[src/verilog/ims_defines.vh]
// constants for the indexer motion sequencer
`ifndef IMS_DEFINES_VH
`define IMS_DEFINES_VH
// command opcodes on the host command port
`define IMS_OP_W          4
`define IMS_OP_SEEK_HOME  4'h1
`define IMS_OP_CONT_MODE  4'h2
`define IMS_OP_HOLD_QUEUE 4'h3
`define IMS_OP_CONTINUE   4'h4
`define IMS_OP_VELOCITY   4'h5
`define IMS_OP_ACCEL      4'h6
`define IMS_OP_GO         4'h7
`define IMS_OP_TIME_WAIT  4'h8
`define IMS_OP_INPUT_WAIT 4'h9
`define IMS_OP_LIMIT_DIS  4'hA
`define IMS_OP_STOP       4'hB
`define IMS_OP_KILL       4'hC
// timing: one second of timed wait, in ns and in cycles at 100 MHz
`define IMS_CLK_NS        10
`define IMS_SECOND_NS     1000000000
`define IMS_SECOND_CYC    (`IMS_SECOND_NS / `IMS_CLK_NS)
// cycles between two velocity ramp steps
`define IMS_RAMP_CYC      65536
// trigger input that doubles as a limit by default
`define IMS_LIMIT_TRIG    2
`define IMS_QUEUE_DEPTH   16
`define IMS_QUEUE_AW      4
`endif

[src/verilog/ims_sequencer.v]
// motion sequencer: command queue, homing, continuous velocity, waits
`timescale 1ns/100ps
`default_nettype none
`include "ims_defines.vh"

module ims_sequencer #(
  parameter integer VEL_W      = 16,
  parameter integer POS_W      = 32,
  parameter integer NTRIG      = 6,
  parameter integer SECOND_CYC = `IMS_SECOND_CYC,
  parameter integer RAMP_CYC   = `IMS_RAMP_CYC
) (
  input  wire                  clk_i,
  input  wire                  rst_n_i,
  input  wire                  cmd_valid_i,
  input  wire [`IMS_OP_W-1:0]  cmd_op_i,
  input  wire [VEL_W-1:0]      cmd_arg_i,
  input  wire [2*NTRIG-1:0]    cmd_pattern_i,
  output reg                   cmd_ready_o,
  input  wire                  home_n_i,
  input  wire                  cw_limit_n_i,
  input  wire                  ccw_limit_n_i,
  input  wire [NTRIG-1:0]      trig_n_i,
  output reg                   step_o,
  output reg                   dir_o,
  output reg  [VEL_W-1:0]      velocity_o,
  output reg  [POS_W-1:0]      position_o,
  output reg  [POS_W-1:0]      home_pos_o,
  output reg                   moving_o,
  output reg                   waiting_o,
  output reg                   homed_o
);

  // ---------------------------------------------------------------
  // input synchronisers
  // ---------------------------------------------------------------
  reg [NTRIG+2:0] in_meta_r;
  reg [NTRIG+2:0] in_sync_r;
  always @(posedge clk_i or negedge rst_n_i) begin
    if (!rst_n_i) begin
      in_meta_r <= {(NTRIG+3){1'b1}};
      in_sync_r <= {(NTRIG+3){1'b1}};
    end else begin
      in_meta_r <= {trig_n_i, ccw_limit_n_i, cw_limit_n_i, home_n_i};
      in_sync_r <= in_meta_r;
    end
  end
  wire             home_act = ~in_sync_r[0];
  wire             cw_act   = ~in_sync_r[1];
  wire             ccw_act  = ~in_sync_r[2];
  wire [NTRIG-1:0] trig_act = ~in_sync_r[NTRIG+2:3];

  // ---------------------------------------------------------------
  // command queue
  // ---------------------------------------------------------------
  localparam integer QW = `IMS_OP_W + VEL_W + 2*NTRIG;
  reg [QW-1:0]              q_mem [0:`IMS_QUEUE_DEPTH-1];
  reg [`IMS_QUEUE_AW-1:0]   wp_r;
  reg [`IMS_QUEUE_AW-1:0]   rp_r;
  reg [`IMS_QUEUE_AW:0]     cnt_r;
  reg                       hold_r;
  reg                       limit_en_r;

  // stop and kill bypass the queue
  wire imm = cmd_op_i == `IMS_OP_STOP || cmd_op_i == `IMS_OP_KILL ||
             cmd_op_i == `IMS_OP_HOLD_QUEUE ||
             cmd_op_i == `IMS_OP_CONTINUE;
  wire push = cmd_valid_i && cmd_ready_o && !imm;
  wire abort = cmd_valid_i && cmd_ready_o &&
               (cmd_op_i == `IMS_OP_STOP || cmd_op_i == `IMS_OP_KILL);

  // ---------------------------------------------------------------
  // executor state
  // ---------------------------------------------------------------
  localparam [5:0] S_IDLE  = 6'h01;
  localparam [5:0] S_FETCH = 6'h02;
  localparam [5:0] S_HOME  = 6'h04;
  localparam [5:0] S_DECEL = 6'h08;
  localparam [5:0] S_TWAIT = 6'h10;
  localparam [5:0] S_IWAIT = 6'h20;
  reg [5:0]         st_r;
  reg [VEL_W-1:0]   vel_set_r;
  reg [VEL_W-1:0]   accel_r;
  reg [VEL_W-1:0]   target_r;
  reg               cont_r;
  reg [VEL_W-1:0]   twait_sec_r;
  reg [31:0]        tick_r;
  reg [2*NTRIG-1:0] pat_r;
  reg [VEL_W+7:0]   phase_r;
  reg [31:0]        ramp_div_r;

  wire [QW-1:0]          head   = q_mem[rp_r];
  wire [`IMS_OP_W-1:0]   h_op   = head[QW-1 -: `IMS_OP_W];
  wire [VEL_W-1:0]       h_arg  = head[2*NTRIG +: VEL_W];
  wire [2*NTRIG-1:0]     h_pat  = head[2*NTRIG-1:0];
  wire pop = st_r == S_FETCH && cnt_r != 0 && !hold_r;

  // pattern pair per input, 2'b01 means must be on, else ignore
  function pat_ok;
    input [2*NTRIG-1:0] pat;
    input [NTRIG-1:0]   act;
    integer k;
    begin
      pat_ok = 1'b1;
      for (k = 0; k < NTRIG; k = k + 1)
        if (pat[2*k +: 2] == 2'b01 && !act[k])
          pat_ok = 1'b0;
    end
  endfunction

  // trigger three steers as a limit until disabled
  wire trig_lim = limit_en_r && trig_act[`IMS_LIMIT_TRIG];
  // dedicated limit inputs always stop motion toward them
  wire lim_hit = (dir_o ? cw_act : ccw_act) || trig_lim;
  wire at_speed = velocity_o == target_r;
  wire ramp_tick = ramp_div_r == RAMP_CYC - 1;
  wire [VEL_W+7:0] phase_nxt = phase_r + {8'h00, velocity_o};

  always @(posedge clk_i or negedge rst_n_i) begin
    if (!rst_n_i) begin
      wp_r <= {`IMS_QUEUE_AW{1'b0}};
      rp_r <= {`IMS_QUEUE_AW{1'b0}};
      cnt_r <= {(`IMS_QUEUE_AW+1){1'b0}};
      hold_r <= 1'b0;
      limit_en_r <= 1'b1;
      cmd_ready_o <= 1'b0;
      st_r <= S_IDLE;
      vel_set_r <= {VEL_W{1'b0}};
      accel_r <= {{(VEL_W-1){1'b0}}, 1'b1};
      target_r <= {VEL_W{1'b0}};
      cont_r <= 1'b0;
      twait_sec_r <= {VEL_W{1'b0}};
      tick_r <= 32'h0000_0000;
      pat_r <= {(2*NTRIG){1'b0}};
      phase_r <= {(VEL_W+8){1'b0}};
      ramp_div_r <= 32'h0000_0000;
      step_o <= 1'b0;
      dir_o <= 1'b1;
      velocity_o <= {VEL_W{1'b0}};
      position_o <= {POS_W{1'b0}};
      home_pos_o <= {POS_W{1'b0}};
      moving_o <= 1'b0;
      waiting_o <= 1'b0;
      homed_o <= 1'b0;
    end else begin
      cmd_ready_o <= cnt_r < `IMS_QUEUE_DEPTH - 1;
      if (push) begin
        q_mem[wp_r] <= {cmd_op_i, cmd_arg_i, cmd_pattern_i};
        wp_r <= wp_r + 1'b1;
      end
      if (pop)
        rp_r <= rp_r + 1'b1;
      cnt_r <= cnt_r + {{`IMS_QUEUE_AW{1'b0}}, push}
                     - {{`IMS_QUEUE_AW{1'b0}}, pop};
      if (cmd_valid_i && cmd_ready_o && cmd_op_i == `IMS_OP_HOLD_QUEUE)
        hold_r <= 1'b1;
      if (cmd_valid_i && cmd_ready_o && cmd_op_i == `IMS_OP_CONTINUE)
        hold_r <= 1'b0;

      // ramp toward target at the latest acceleration rate
      ramp_div_r <= ramp_tick ? 32'h0000_0000 : ramp_div_r + 32'h0000_0001;
      // differences taken in order so a large rate never wraps
      if (ramp_tick) begin
        if (velocity_o < target_r)
          velocity_o <= (target_r - velocity_o > accel_r) ?
                        velocity_o + accel_r : target_r;
        else if (velocity_o > target_r)
          velocity_o <= (velocity_o - target_r > accel_r) ?
                        velocity_o - accel_r : target_r;
      end
      phase_r <= phase_nxt;
      step_o <= phase_nxt[VEL_W+7] != phase_r[VEL_W+7];
      if (step_o)
        position_o <= dir_o ? position_o + 1'b1 : position_o - 1'b1;
      moving_o <= velocity_o != {VEL_W{1'b0}};

      case (st_r)
        S_IDLE: begin
          st_r <= S_FETCH;
        end
        S_FETCH: begin
          waiting_o <= 1'b0;
          if (pop) begin
            case (h_op)
              `IMS_OP_SEEK_HOME: begin
                // constant velocity seek in commanded direction
                dir_o <= h_pat[0];
                target_r <= h_arg;
                homed_o <= 1'b0;
                st_r <= S_HOME;
              end
              `IMS_OP_CONT_MODE: cont_r <= 1'b1;
              `IMS_OP_VELOCITY: vel_set_r <= h_arg;
              `IMS_OP_ACCEL: accel_r <= h_arg;
              `IMS_OP_LIMIT_DIS: limit_en_r <= 1'b0;
              // in continuous mode go ramps to last setpoint; no stop in between
              `IMS_OP_GO: if (cont_r) target_r <= vel_set_r;
              `IMS_OP_TIME_WAIT: begin
                twait_sec_r <= h_arg;
                tick_r <= 32'h0000_0000;
                waiting_o <= 1'b1;
                st_r <= S_TWAIT;
              end
              `IMS_OP_INPUT_WAIT: begin
                pat_r <= h_pat;
                waiting_o <= 1'b1;
                st_r <= S_IWAIT;
              end
              default: st_r <= S_FETCH;
            endcase
          end
        end
        S_HOME: begin
          if (home_act) begin
            home_pos_o <= position_o;
            target_r <= {VEL_W{1'b0}};
            st_r <= S_DECEL;
          end else if (lim_hit) begin
            target_r <= {VEL_W{1'b0}};
            velocity_o <= {VEL_W{1'b0}};
            st_r <= S_FETCH;
          end
        end
        S_DECEL: begin
          if (velocity_o == {VEL_W{1'b0}}) begin
            position_o <= {POS_W{1'b0}};
            homed_o <= 1'b1;
            st_r <= S_FETCH;
          end
        end
        S_TWAIT: begin
          // count only once constant velocity is reached
          if (at_speed) begin
            if (twait_sec_r == {VEL_W{1'b0}})
              st_r <= S_FETCH;
            else if (tick_r == SECOND_CYC - 1) begin
              tick_r <= 32'h0000_0000;
              twait_sec_r <= twait_sec_r - 1'b1;
            end else
              tick_r <= tick_r + 32'h0000_0001;
          end
        end
        S_IWAIT: begin
          if (pat_ok(pat_r, trig_act))
            st_r <= S_FETCH;
        end
        default: st_r <= S_IDLE;
      endcase

      // limit hit and kill zero velocity at once; stop ramps it down
      if (lim_hit && st_r != S_HOME) begin
        target_r <= {VEL_W{1'b0}};
        velocity_o <= {VEL_W{1'b0}};
      end
      if (abort) begin
        target_r <= {VEL_W{1'b0}};
        if (cmd_op_i == `IMS_OP_KILL)
          velocity_o <= {VEL_W{1'b0}};
        if (st_r != S_DECEL)
          st_r <= S_FETCH;
        waiting_o <= 1'b0;
      end
    end
  end

endmodule
`default_nettype wire

[config.mk]
export PLATFORM = sky130hd
export DESIGN_NAME = ims_sequencer
export DESIGN_NICKNAME = d
export VERILOG_FILES = /design/src/verilog/ims_sequencer.v
export VERILOG_INCLUDE_DIRS = /design/src /design/src/verilog
export SDC_FILE = /design/constraint.sdc
export NUM_CORES = 1
export LEC_CHECK = 0
export ABC_AREA = 1
export BUFFER_PORTS_ARGS = -buffer_cell sky130_fd_sc_hd__buf_2
export CAP_MARGIN = 15
export CORE_ASPECT_RATIO = 1.4
export CORE_UTILIZATION = 40
export CTS_CLUSTER_DIAMETER = 30
export CTS_CLUSTER_SIZE = 14
export DETAILED_ROUTE_END_ITERATION = 10
export GPL_ROUTABILITY_DRIVEN = 0
export PLACE_DENSITY_LB_ADDON = 0.2
export SLEW_MARGIN = 10
export SYNTH_ARGS = -nofsm -noshare
export SYNTH_HDL_FRONTEND = slang
export SYNTH_SLANG_ARGS = --single-unit
[constraint.sdc]
create_clock -name clk_i -period 7.35 [get_ports clk_i]
set_clock_uncertainty 0.15 [all_clocks]
set_input_delay 0.735 -clock clk_i [delete_from_list [all_inputs] [get_ports clk_i]]
set_output_delay 0.735 -clock clk_i [all_outputs]
set_load 0.01 [all_outputs]
After elaboration in Yosys (flattened, before gate mapping)
Memories as Yosys holds them, arrays and structs flattened. Index checks and enable logic that the tools add are counted.

$lt $le $gt $ge: 5. Muxes and demuxes: 67. Equality and inequality tests: 41. Reduce and logical (&&, ||, !) cells: 50. Bitwise gates (word level): 4. Add/sub/neg operators: 14.

Operators by type and width (number): $mux W16 (22); $mux W32 (10); $add A32 B1 Y32 const B (3); $pmux W16 S2 (3); $pmux W32 S2 (1); $mux W6 (9); $gt A16 B16 Y1 (3); $sub A16 B16 Y16 (3); $pmux W6 S6 (1); $eq A32 B16 Y1 const B (1); $eq A32 B27 Y1 const B (1); $logic_not A16 Y1 (2); $sub A32 B1 Y32 const B (1); $add A24 B16 Y24 (1); $pmux W6 S4 (1); $eq A4 B4 Y1 const B (5); $mux W1 (19); $reduce_and A3 Y1 (6); $add A16 B16 Y16 (1); $eq A16 B16 Y1 (1); $eq A4 B3 Y1 const B (4); $logic_and A1 B1 Y1 (16); $lt A16 B16 Y1 (1); $reduce_bool A16 Y1 (1); other kinds (36) (65).

Memories: 1. Bits of input ports: 44. Output and inout bits: 86. Bits in writable memories: 512. Register bits: 290. Word-level logic and storage cells: 208.

Memory list: q_mem (words 16, width 32, read ports 1, clocked after Yosys merged registers in 0, wr ports 1, RTL line ims_sequencer.v:57) `` reg [QW-1:0] q_mem [0:`IMS_QUEUE_DEPTH-1]; ``.

Longest topological paths before layout
Gate-level depths: netlist of run 1.

Depth after elaboration: 14. Gate-level depth with buffers: 24. Mapped depth without buffers: 23.

Worst setup path after synthesis of run 1
OpenSTA, ideal clock, no wires.

Kind: input-to-reg. Start point: in cmd_op_i[1]. End point: mem q_mem[11][0] (netlist bit) (enable). Cell stages on the path: 6. Required time: 6.739 ns. Arrival time: 3.583 ns. Setup time: 0.461 ns. Buffers on the path: 0. Slack: 3.156 ns. Path through: nor2_1 > nand2_1 > nand2_1 > nor2_1 > nand2_1 > nor3_1.

Cells in the longest elaborated chain, start to end: 9. Elaborated cells on any way between the ends: 12. Classes of those cells: 4 x eq/ne; 2 x mux; 6 x reduce/logical.

RTL lines: start: declaration (RTL line ims_sequencer.v:16) `` input wire [`IMS_OP_W-1:0] cmd_op_i, ``; $eq A4 B4 Y1 (no source line); $logic_or A1 B1 Y1 (no source line) (2 in a row); $logic_or A1 B1 Y1 (no source line) (*); $logic_not A1 Y1 (*) (RTL line ims_sequencer.v:68) `wire push = cmd_valid_i && cmd_ready_o && !imm;`; $logic_and A1 B1 Y1 (*) (RTL line ims_sequencer.v:68); $mux W1 (*) (RTL line ims_sequencer.v:147) `if (push) begin`; $logic_and A1 B1 Y1 (implied by the code) (*) (RTL line ims_sequencer.v:148) `q_mem[wp_r] <= {cmd_op_i, cmd_arg_i, cmd_pattern_i};`; $mux W1 (implied by the code) (*) (RTL line ims_sequencer.v:148); end: declaration (RTL line ims_sequencer.v:57).

Every way passes the cells marked *; elsewhere a longest branch is shown, timed or not.

Final worst setup path of run 1
Start point: reg velocity_o[1]. End point: reg velocity_o[5].

Cells in the longest elaborated chain, start to end: 12. Elaborated cells on any way between the ends: 19. Classes of those cells: 4 x add/sub; 4 x order compare; 11 x mux.

RTL lines: start: declaration (RTL line ims_sequencer.v:26) `output reg [VEL_W-1:0] velocity_o,`; start signal: assignment (RTL line ims_sequencer.v:139) `velocity_o <= {VEL_W{1'b0}};`; start signal: assignment (RTL line ims_sequencer.v:165) `velocity_o <= (target_r - velocity_o > accel_r) ?`; start signal: assignment (RTL line ims_sequencer.v:168) `velocity_o <= (velocity_o - target_r > accel_r) ?`; $sub A16 B16 Y16 (RTL line ims_sequencer.v:168); $gt A16 B16 Y1 (RTL line ims_sequencer.v:168); $mux W16 (RTL line ims_sequencer.v:168); $mux W16 (RTL line ims_sequencer.v:167) `else if (velocity_o > target_r)`; $mux W16 (*) (RTL line ims_sequencer.v:164) `if (velocity_o < target_r)`; $mux W16 (*) (RTL line ims_sequencer.v:163) `if (ramp_tick) begin`; $mux W16 (RTL line ims_sequencer.v:218) `end else if (lim_hit) begin`; $mux W16 (RTL line ims_sequencer.v:214) `if (home_act) begin`; $mux W16 (*) (RTL line ims_sequencer.v:177) `case (st_r)`; $mux W16 (*) (RTL line ims_sequencer.v:251) `if (lim_hit && st_r != S_HOME) begin`; $mux W16 (RTL line ims_sequencer.v:257) `` if (cmd_op_i == `IMS_OP_KILL) ``; $mux W16 (*) (RTL line ims_sequencer.v:255) `if (abort) begin`.

Marked as above. A chain may end at the register's enable or synchronous reset.

==> metrics.csv, run 1 <==
metric,value,unit
Reg area,22650,µm²
status,"finished, final reports clean",
DRT Wirelength,115900,µm
# nets final,4683,
total core area,101000,µm²
Seq cells post-synth,801,
top_reg_cell synth,edfxtp_1,
Unique masters post-synth,57,
ys async rst share,36.08,%
Leak Pwr,20.54,nW
Die Ht,379.4,µm
die area,103000,µm²
via density per instance,5.291,
ranking of synthesized cells by area,"edfxtp_1 (38%), dfrtp_1 (16%), nand2_1 (7.7%)",
share of cells above drive strength 1,11.40,%
Final Hold Fails,0,
Mapped Cells,4324,
Worst-Margin Slew,1.030,ns
Post-CTS Repair Setup Buffers,0,
row cnt,138,
sequential share of the synthesized area,55.61,%
Longest Clk Path Bufs,3,
Yosys warnings,0,
pin count of the biggest net entering global routing,148,
Tmin final,4.703,ns
via count,31370,
Port Buffers,129,
I/O pin cnt,130,
H-Tree Depth,4,
unrepaired setup endpoints after global routing,no,
kind of critical path,flip-flop to flip-flop,
hold depth,0,
fillcell total,9540,
Syn Nets,4529,
PwrDens,397.1,nW/µm²
total power,19.04,mW
Netlist Area Pre-Place,40700,µm²
starting density of the core,40.29,%
WL/cell,19.55,µm
first-iteration detailed-routing DRC count,2042,
Fmax,212.6,MHz
vias in the first global route,31280,
Num CTS Buffers,147,
slew margin rel.,30.94,%
Post-synth EDFFs,512,
Syn-to-layout area delta,17.79,%
WP data arrival,5.18,ns
most common library cells after synthesis,"nand2_1 (831), edfxtp_1 (512), nor2_1 (461), inv_1 (446), o21ai_0 (410)",
# clock sinks,801,
Required @ worst endpoint,7.82,ns
hold bufs inserted after CTS,10,
worst-skew pair later-pin latency,0.75,ns
initial antenna violation count,4,
detailed-route DRC error count,0,
Global Route Usage Sum,22.52,%
root buf cell,clkbuf_16,
startpoint types,flip-flop,
min-delay worst type,flip-flop to flip-flop,
peak supply drop,0.0002301,V
count of final max-slew check failures,0,
clock-pin slew on the worst setup and hold paths,0.04,ns
Congestion Overflow GR,0,
FF-to-FF path depth,19,
Max-cap violations,0,
DRT antenna net count,0,
CP Max Fanout,22,
period utilization,63.99,%
area of the multi-input gates,15630,µm²
most frequent cell after synthesis,nand2_1,
DP Wirelength,73880,µm
syn_area_per_cell,9.413,µm²
number of gates resized after CTS,0,
setup TNS,0,ns
endpoint type of the worst setup path,flip-flop,
die width,271.6,µm
DR pass1 iterations,6,
post-synth top area share,37.78,%
first-pass GRT wire length,178700,µm
final setup fails,0,
CTS tree,yes,
"area leader, netlist",edfxtp_1,
[cell usage in the layout (no fill, tap or decap), types with 97 or more instances in the layout]
| cell | count |
|---|---|
| edfxtp_1 | 512 |
| nand2_1 | 831 |
| xor2_1 | 97 |
| nand3_1 | 230 |
| dfrtp_1 | 263 |
| ha_1 | 154 |
| buf_2 | 128 |
| inv_1 | 445 |
| o21ai_0 | 410 |
| a21oi_1 | 183 |
| clkbuf_16 | 153 |
| nor2_1 | 448 |
[kinds of logic after synthesis]
logic type	count (synthesis)	synth area share [%]
AOI/OAI and AO/OA	873	12.35
xor gates and xnor gates	123	2.647
adders and majority gates	161	5.079
buffers and inverters	637	6.274
DFF	801	55.61
and+or+nand+nor	1729	18.04
[report_power, final]
group          leakage (nW)  switching [mW]  total (mW)  internal [mW]
clock network          2.49            2.37        6.94           4.58
logic                  9.65            4.51        6.45           1.94
registers              8.40           0.476        5.65           5.17
[per-stage QoR]
step	hold WS [ns]	utilization (%)	worst slack [ns]	instances	area, µm²
final	0.2042	47.46	2.647	5930	47940
after global routing	0.1943	47.46	2.209	5929	47940
after CTS	0.1623	47.40	2.714	5925	47880
after detailed placement	0.1978	42.20	2.715	5646	42630
after global placement	0.1973	42.20	2.830	5646	42630
after floorplan	0.1952	-	3.156	4324	40700
[state kept, by name (all words and copies together) (netlist names), 16 cells and up]
name,cells
accel_r,16
home_pos_o,32
phase_r,23
position_o,32
q_mem,512
ramp_div_r,32
target_r,16
tick_r,32
twait_sec_r,16
vel_set_r,16
velocity_o,16
[worst max-delay path, cell delays in order (launching register included)]
cell and delay [ns]:
dfrtp_1 0.60, inv_1 0.25, ha_1 0.36, nand2_1 0.10
inv_1 0.06, a21oi_1 0.27, o221ai_1 0.29, nand2_1 0.13
o2111ai_1 0.12, xor2_1 0.16, ha_1 0.32, nand4_1 0.12
nor2_1 0.17, nand3_1 0.25, nand2_1 0.65, inv_1 0.22
nand2_1 0.11, nand3_1 0.08, nand3b_1 0.10, a21oi_1 0.06
[layer usage]
layer	track usage (%)	share of wire, %
met5	0	0.020
met4	10.23	4.0
met3	3.685	4.2
met2	41.20	52
met1	25.54	40
[cell type report]
class	count	share of cell area (%)
diodes	2	0.01044
flip-flops and latches	801	47.24
clock buffers	184	8.584
repair buffers	178	2.286
inverters	464	3.654
well taps	1330	3.471
clock inverters	85	2.156
multi-input cells	2886	32.60
[path summary, 6_finish.rpt]
path | startpoint | end | slack, ns
min in group asynchronous | rst_n_i | phase_r[0] | 0.45
worst max register to register | velocity_o[1] | velocity_o[5] | 2.65
max in group asynchronous | rst_n_i | tick_r[15] | 4.64
worst max-delay path | velocity_o[1] | velocity_o[5] | 2.65
worst min-delay path | in_meta_r[2] | in_sync_r[2] | 0.20
worst min register to register | in_meta_r[2] | in_sync_r[2] | 0.20
Power figures use the tool's default switching activity.
==> run 2, diff against run 1 <==
Settings changed: ABC_AREA 1 to 0.
Clock period 7.35 ns to 3.8 ns, I/O delays scaled along.
==> metrics.csv, run 2 <==
metric,value,unit
status,finished with violations,
failing checks,negative setup slack,
unrepaired setup endpoints after global routing,yes,
largest family of logic cells by synthesized area,multiplexers,
Seq cells post-synth,801,
Mapped Cells,2753,
first-pass GRT wire length,152600,µm
Global Route Usage Sum,20.60,%
CP Max Fanout,6,
Tmin final,4.508,ns
via density per instance,5.534,
Met1 Wirelength,38880,µm
Final Hold Fails,0,
count of final max-slew check failures,0,
kind of critical path,flip-flop to flip-flop,
Syn-to-layout area delta,23.74,%
detailed-route DRC error count,0,
ys async rst share,36.08,%
row cnt,133,
Fmax,221.8,MHz
Num CTS Buffers,139,
DR pass1 iterations,8,
pin count of the biggest net entering global routing,101,
most common library cells after synthesis,"edfxtp_1 (512), dfrtp_1 (267), nor2_1 (176), ha_1 (154), mux4_2 (149)",
clock-pin slew on the worst setup and hold paths,0.05,ns
share of cells above drive strength 1,26.85,%
Required @ worst endpoint,4.28,ns
syn_area_per_cell,13.79,µm²
Synth Area in XOR/XNOR,3.184,%
min-delay worst type,input port to flip-flop,
# clock sinks,801,
met3 WL,3819,µm
die area,96140,µm²
vias in the first global route,26340,
sequential share of the synthesized area,59.63,%
post-route cell area,46970,µm²
period utilization,118.6,%
Post-Synth Adder-Cell Area,5.446,%
ranking of synthesized cells by area,"edfxtp_1 (41%), dfrtp_1 (18%), mux4_2 (8.8%)",
Syn Nets,2958,
Netlist Area Pre-Place,37960,µm²
DP Wirelength,64270,µm
DRT Wirelength,97550,µm
H-Tree Depth,4,
mux contribution to synthesized area,12.36,%
root buf cell,clkbuf_16,
Largest Register,q_mem,
max reg flops,512,
# nets final,3351,
Placed Instance Area,41400,µm²
Yosys warnings,0,
first-iteration detailed-routing DRC count,1789,
Post-Synth Simple-Gate Area,8.416,%
peak supply drop,0.0005163,V
WL/cell,21.77,µm
post-synth top area share,40.51,%
die width,262.3,µm
final setup fails,16,
PwrDens,752.2,nW/µm²
most frequent cell after synthesis,edfxtp_1,
Leak Pwr,18.36,nW
Port Buffers,129,
endpoint type of the worst setup path,flip-flop,
Congestion Overflow GR,0,
Max-cap violations,0,
Post-synth EDFFs,512,
starting density of the core,40.37,%
metal2 WL,52090,µm
slew margin rel.,37.57,%
"commonest non-fill, non-tap cell in the layout",edfxtp_1,
max layer used,met5,
"area leader, netlist",edfxtp_1,
"commonest cells after routing, fill and taps aside","edfxtp_1 (512), dfrtp_1 (259), buf_4 (171), nor2_1 (155), ha_1 (153)",
top_reg_cell synth,edfxtp_1,
worst-skew pair later-pin latency,0.74,ns
total core area,94020,µm²
final setup margin,-0.7083,ns
pre-CTS WS,-0.8209,ns
Die Ht,366.5,µm
CTS tree,yes,
WP data arrival,4.99,ns
initial antenna violation count,5,
DRT antenna net count,0,
Worst-Margin Slew,0.9364,ns
via count,24790,
Unique masters post-synth,86,
I/O pin cnt,130,
startpoint types,flip-flop,
Longest Clk Path Bufs,3,
Fin Hold WS,0.1502,ns
Synth Area in Compound Gates,8.581,%
-- run 2: cell types whose count changed in the layout (fill, tap and decap cells not counted), sizes merged, moves of 72 or more --
cell   delta
nand2   -699
inv     -339
o21ai   -322
nor2    -298
nand3   -183
buf     +152
mux4    +149
xnor2    +72
-- run 2: cell type report --
type,instances,area [µm²]
clock inverters,85,1040
clock buffers,173,3761
well taps,1215,1520
repair buffers,364,2756
multi-input cells,1724,14800
flip-flops and latches,801,22650
inverters,116,435.4
diodes,2,5.005
fillers,7931,47050
-- run 2: power by group --
part,switching [mW],leakage [nW],internal (mW)
Clock,4.45,2.30,8.14
Combinational,6.50,7.63,5.59
Sequential,0.691,8.43,9.96
Total,11.6,18.4,23.7
-- run 2: worst max-delay path: stages (launching register included) --
cell and delay (ns):
dfrtp_1 0.38, inv_2 0.08, ha_4 0.13, inv_2 0.04, fa_2 0.33, a21o_1 0.17, a21oi_2 0.17, o21ai_2 0.07
a21oi_2 0.18, o21ai_2 0.10, a221oi_2 0.29, buf_4 0.17, o31ai_1 0.06, a21oi_1 0.22, xnor2_1 0.10, ha_1 0.32
nand4_1 0.13, nor2_1 0.12, o31ai_1 0.09, a31oi_2 0.19, buf_6 0.17, buf_4 0.12, buf_8 0.12, a31oi_1 0.08
a221o_1 0.30, a21oi_1 0.11
-- run 2: logic make-up after synthesis --
family	count (synthesis)
mux	273
buf+inv	228
xor+xnor	138
simple gates	634
fa+ha+maj	161
flops	801
compound gates	518
-- run 2: metrics by stage --
stage	total power, mW	setup TNS [ns]	cells	utilization (%)
4_1_cts	35.54	-11.20	4475	49.84
3_3_place_gp	21.62	-10.67	4162	44.03
6_report	35.33	-10.36	4480	49.95
2_1_floorplan	18.37	-6.593	2753	-
3_5_place_dp	21.90	-11.94	4162	44.03
5_1_grt	37.11	-14.27	4480	49.95
-- run 2: repair_timing --
item                                    CTS  global route
hold buffers                             44             0
hold endpoints to repair                649             0
gates cloned                              3             0
buffers inserted                          8             5
endpoints found under the setup margin   16            32
resized for setup                        29            26
pin swaps                                11             9
-- run 2: path summary, 6_finish.rpt --
path                               from       endpoint  slack, ns  cells past startpoint
hold reg to reg            in_meta_r[2]   in_sync_r[2]       0.20                      0
hold / removal              trig_n_i[2]   in_meta_r[5]       0.15                      2
setup / recovery            target_r[0]  velocity_o[2]      -0.71                     25
min in group asynchronous       rst_n_i   in_sync_r[5]       0.18                      2
max in group asynchronous       rst_n_i  home_pos_o[2]       1.99                      4
setup reg to reg            target_r[0]  velocity_o[2]      -0.71                     25
-- run 2: per-layer routing --
layer  global-route usage [%]  vias to the layer above
met5                        0                        -
met4                    7.557                        4
met3                    3.336                      208
met2                    37.61                      606
met1                    24.23                    12670
li1                         -                    11300
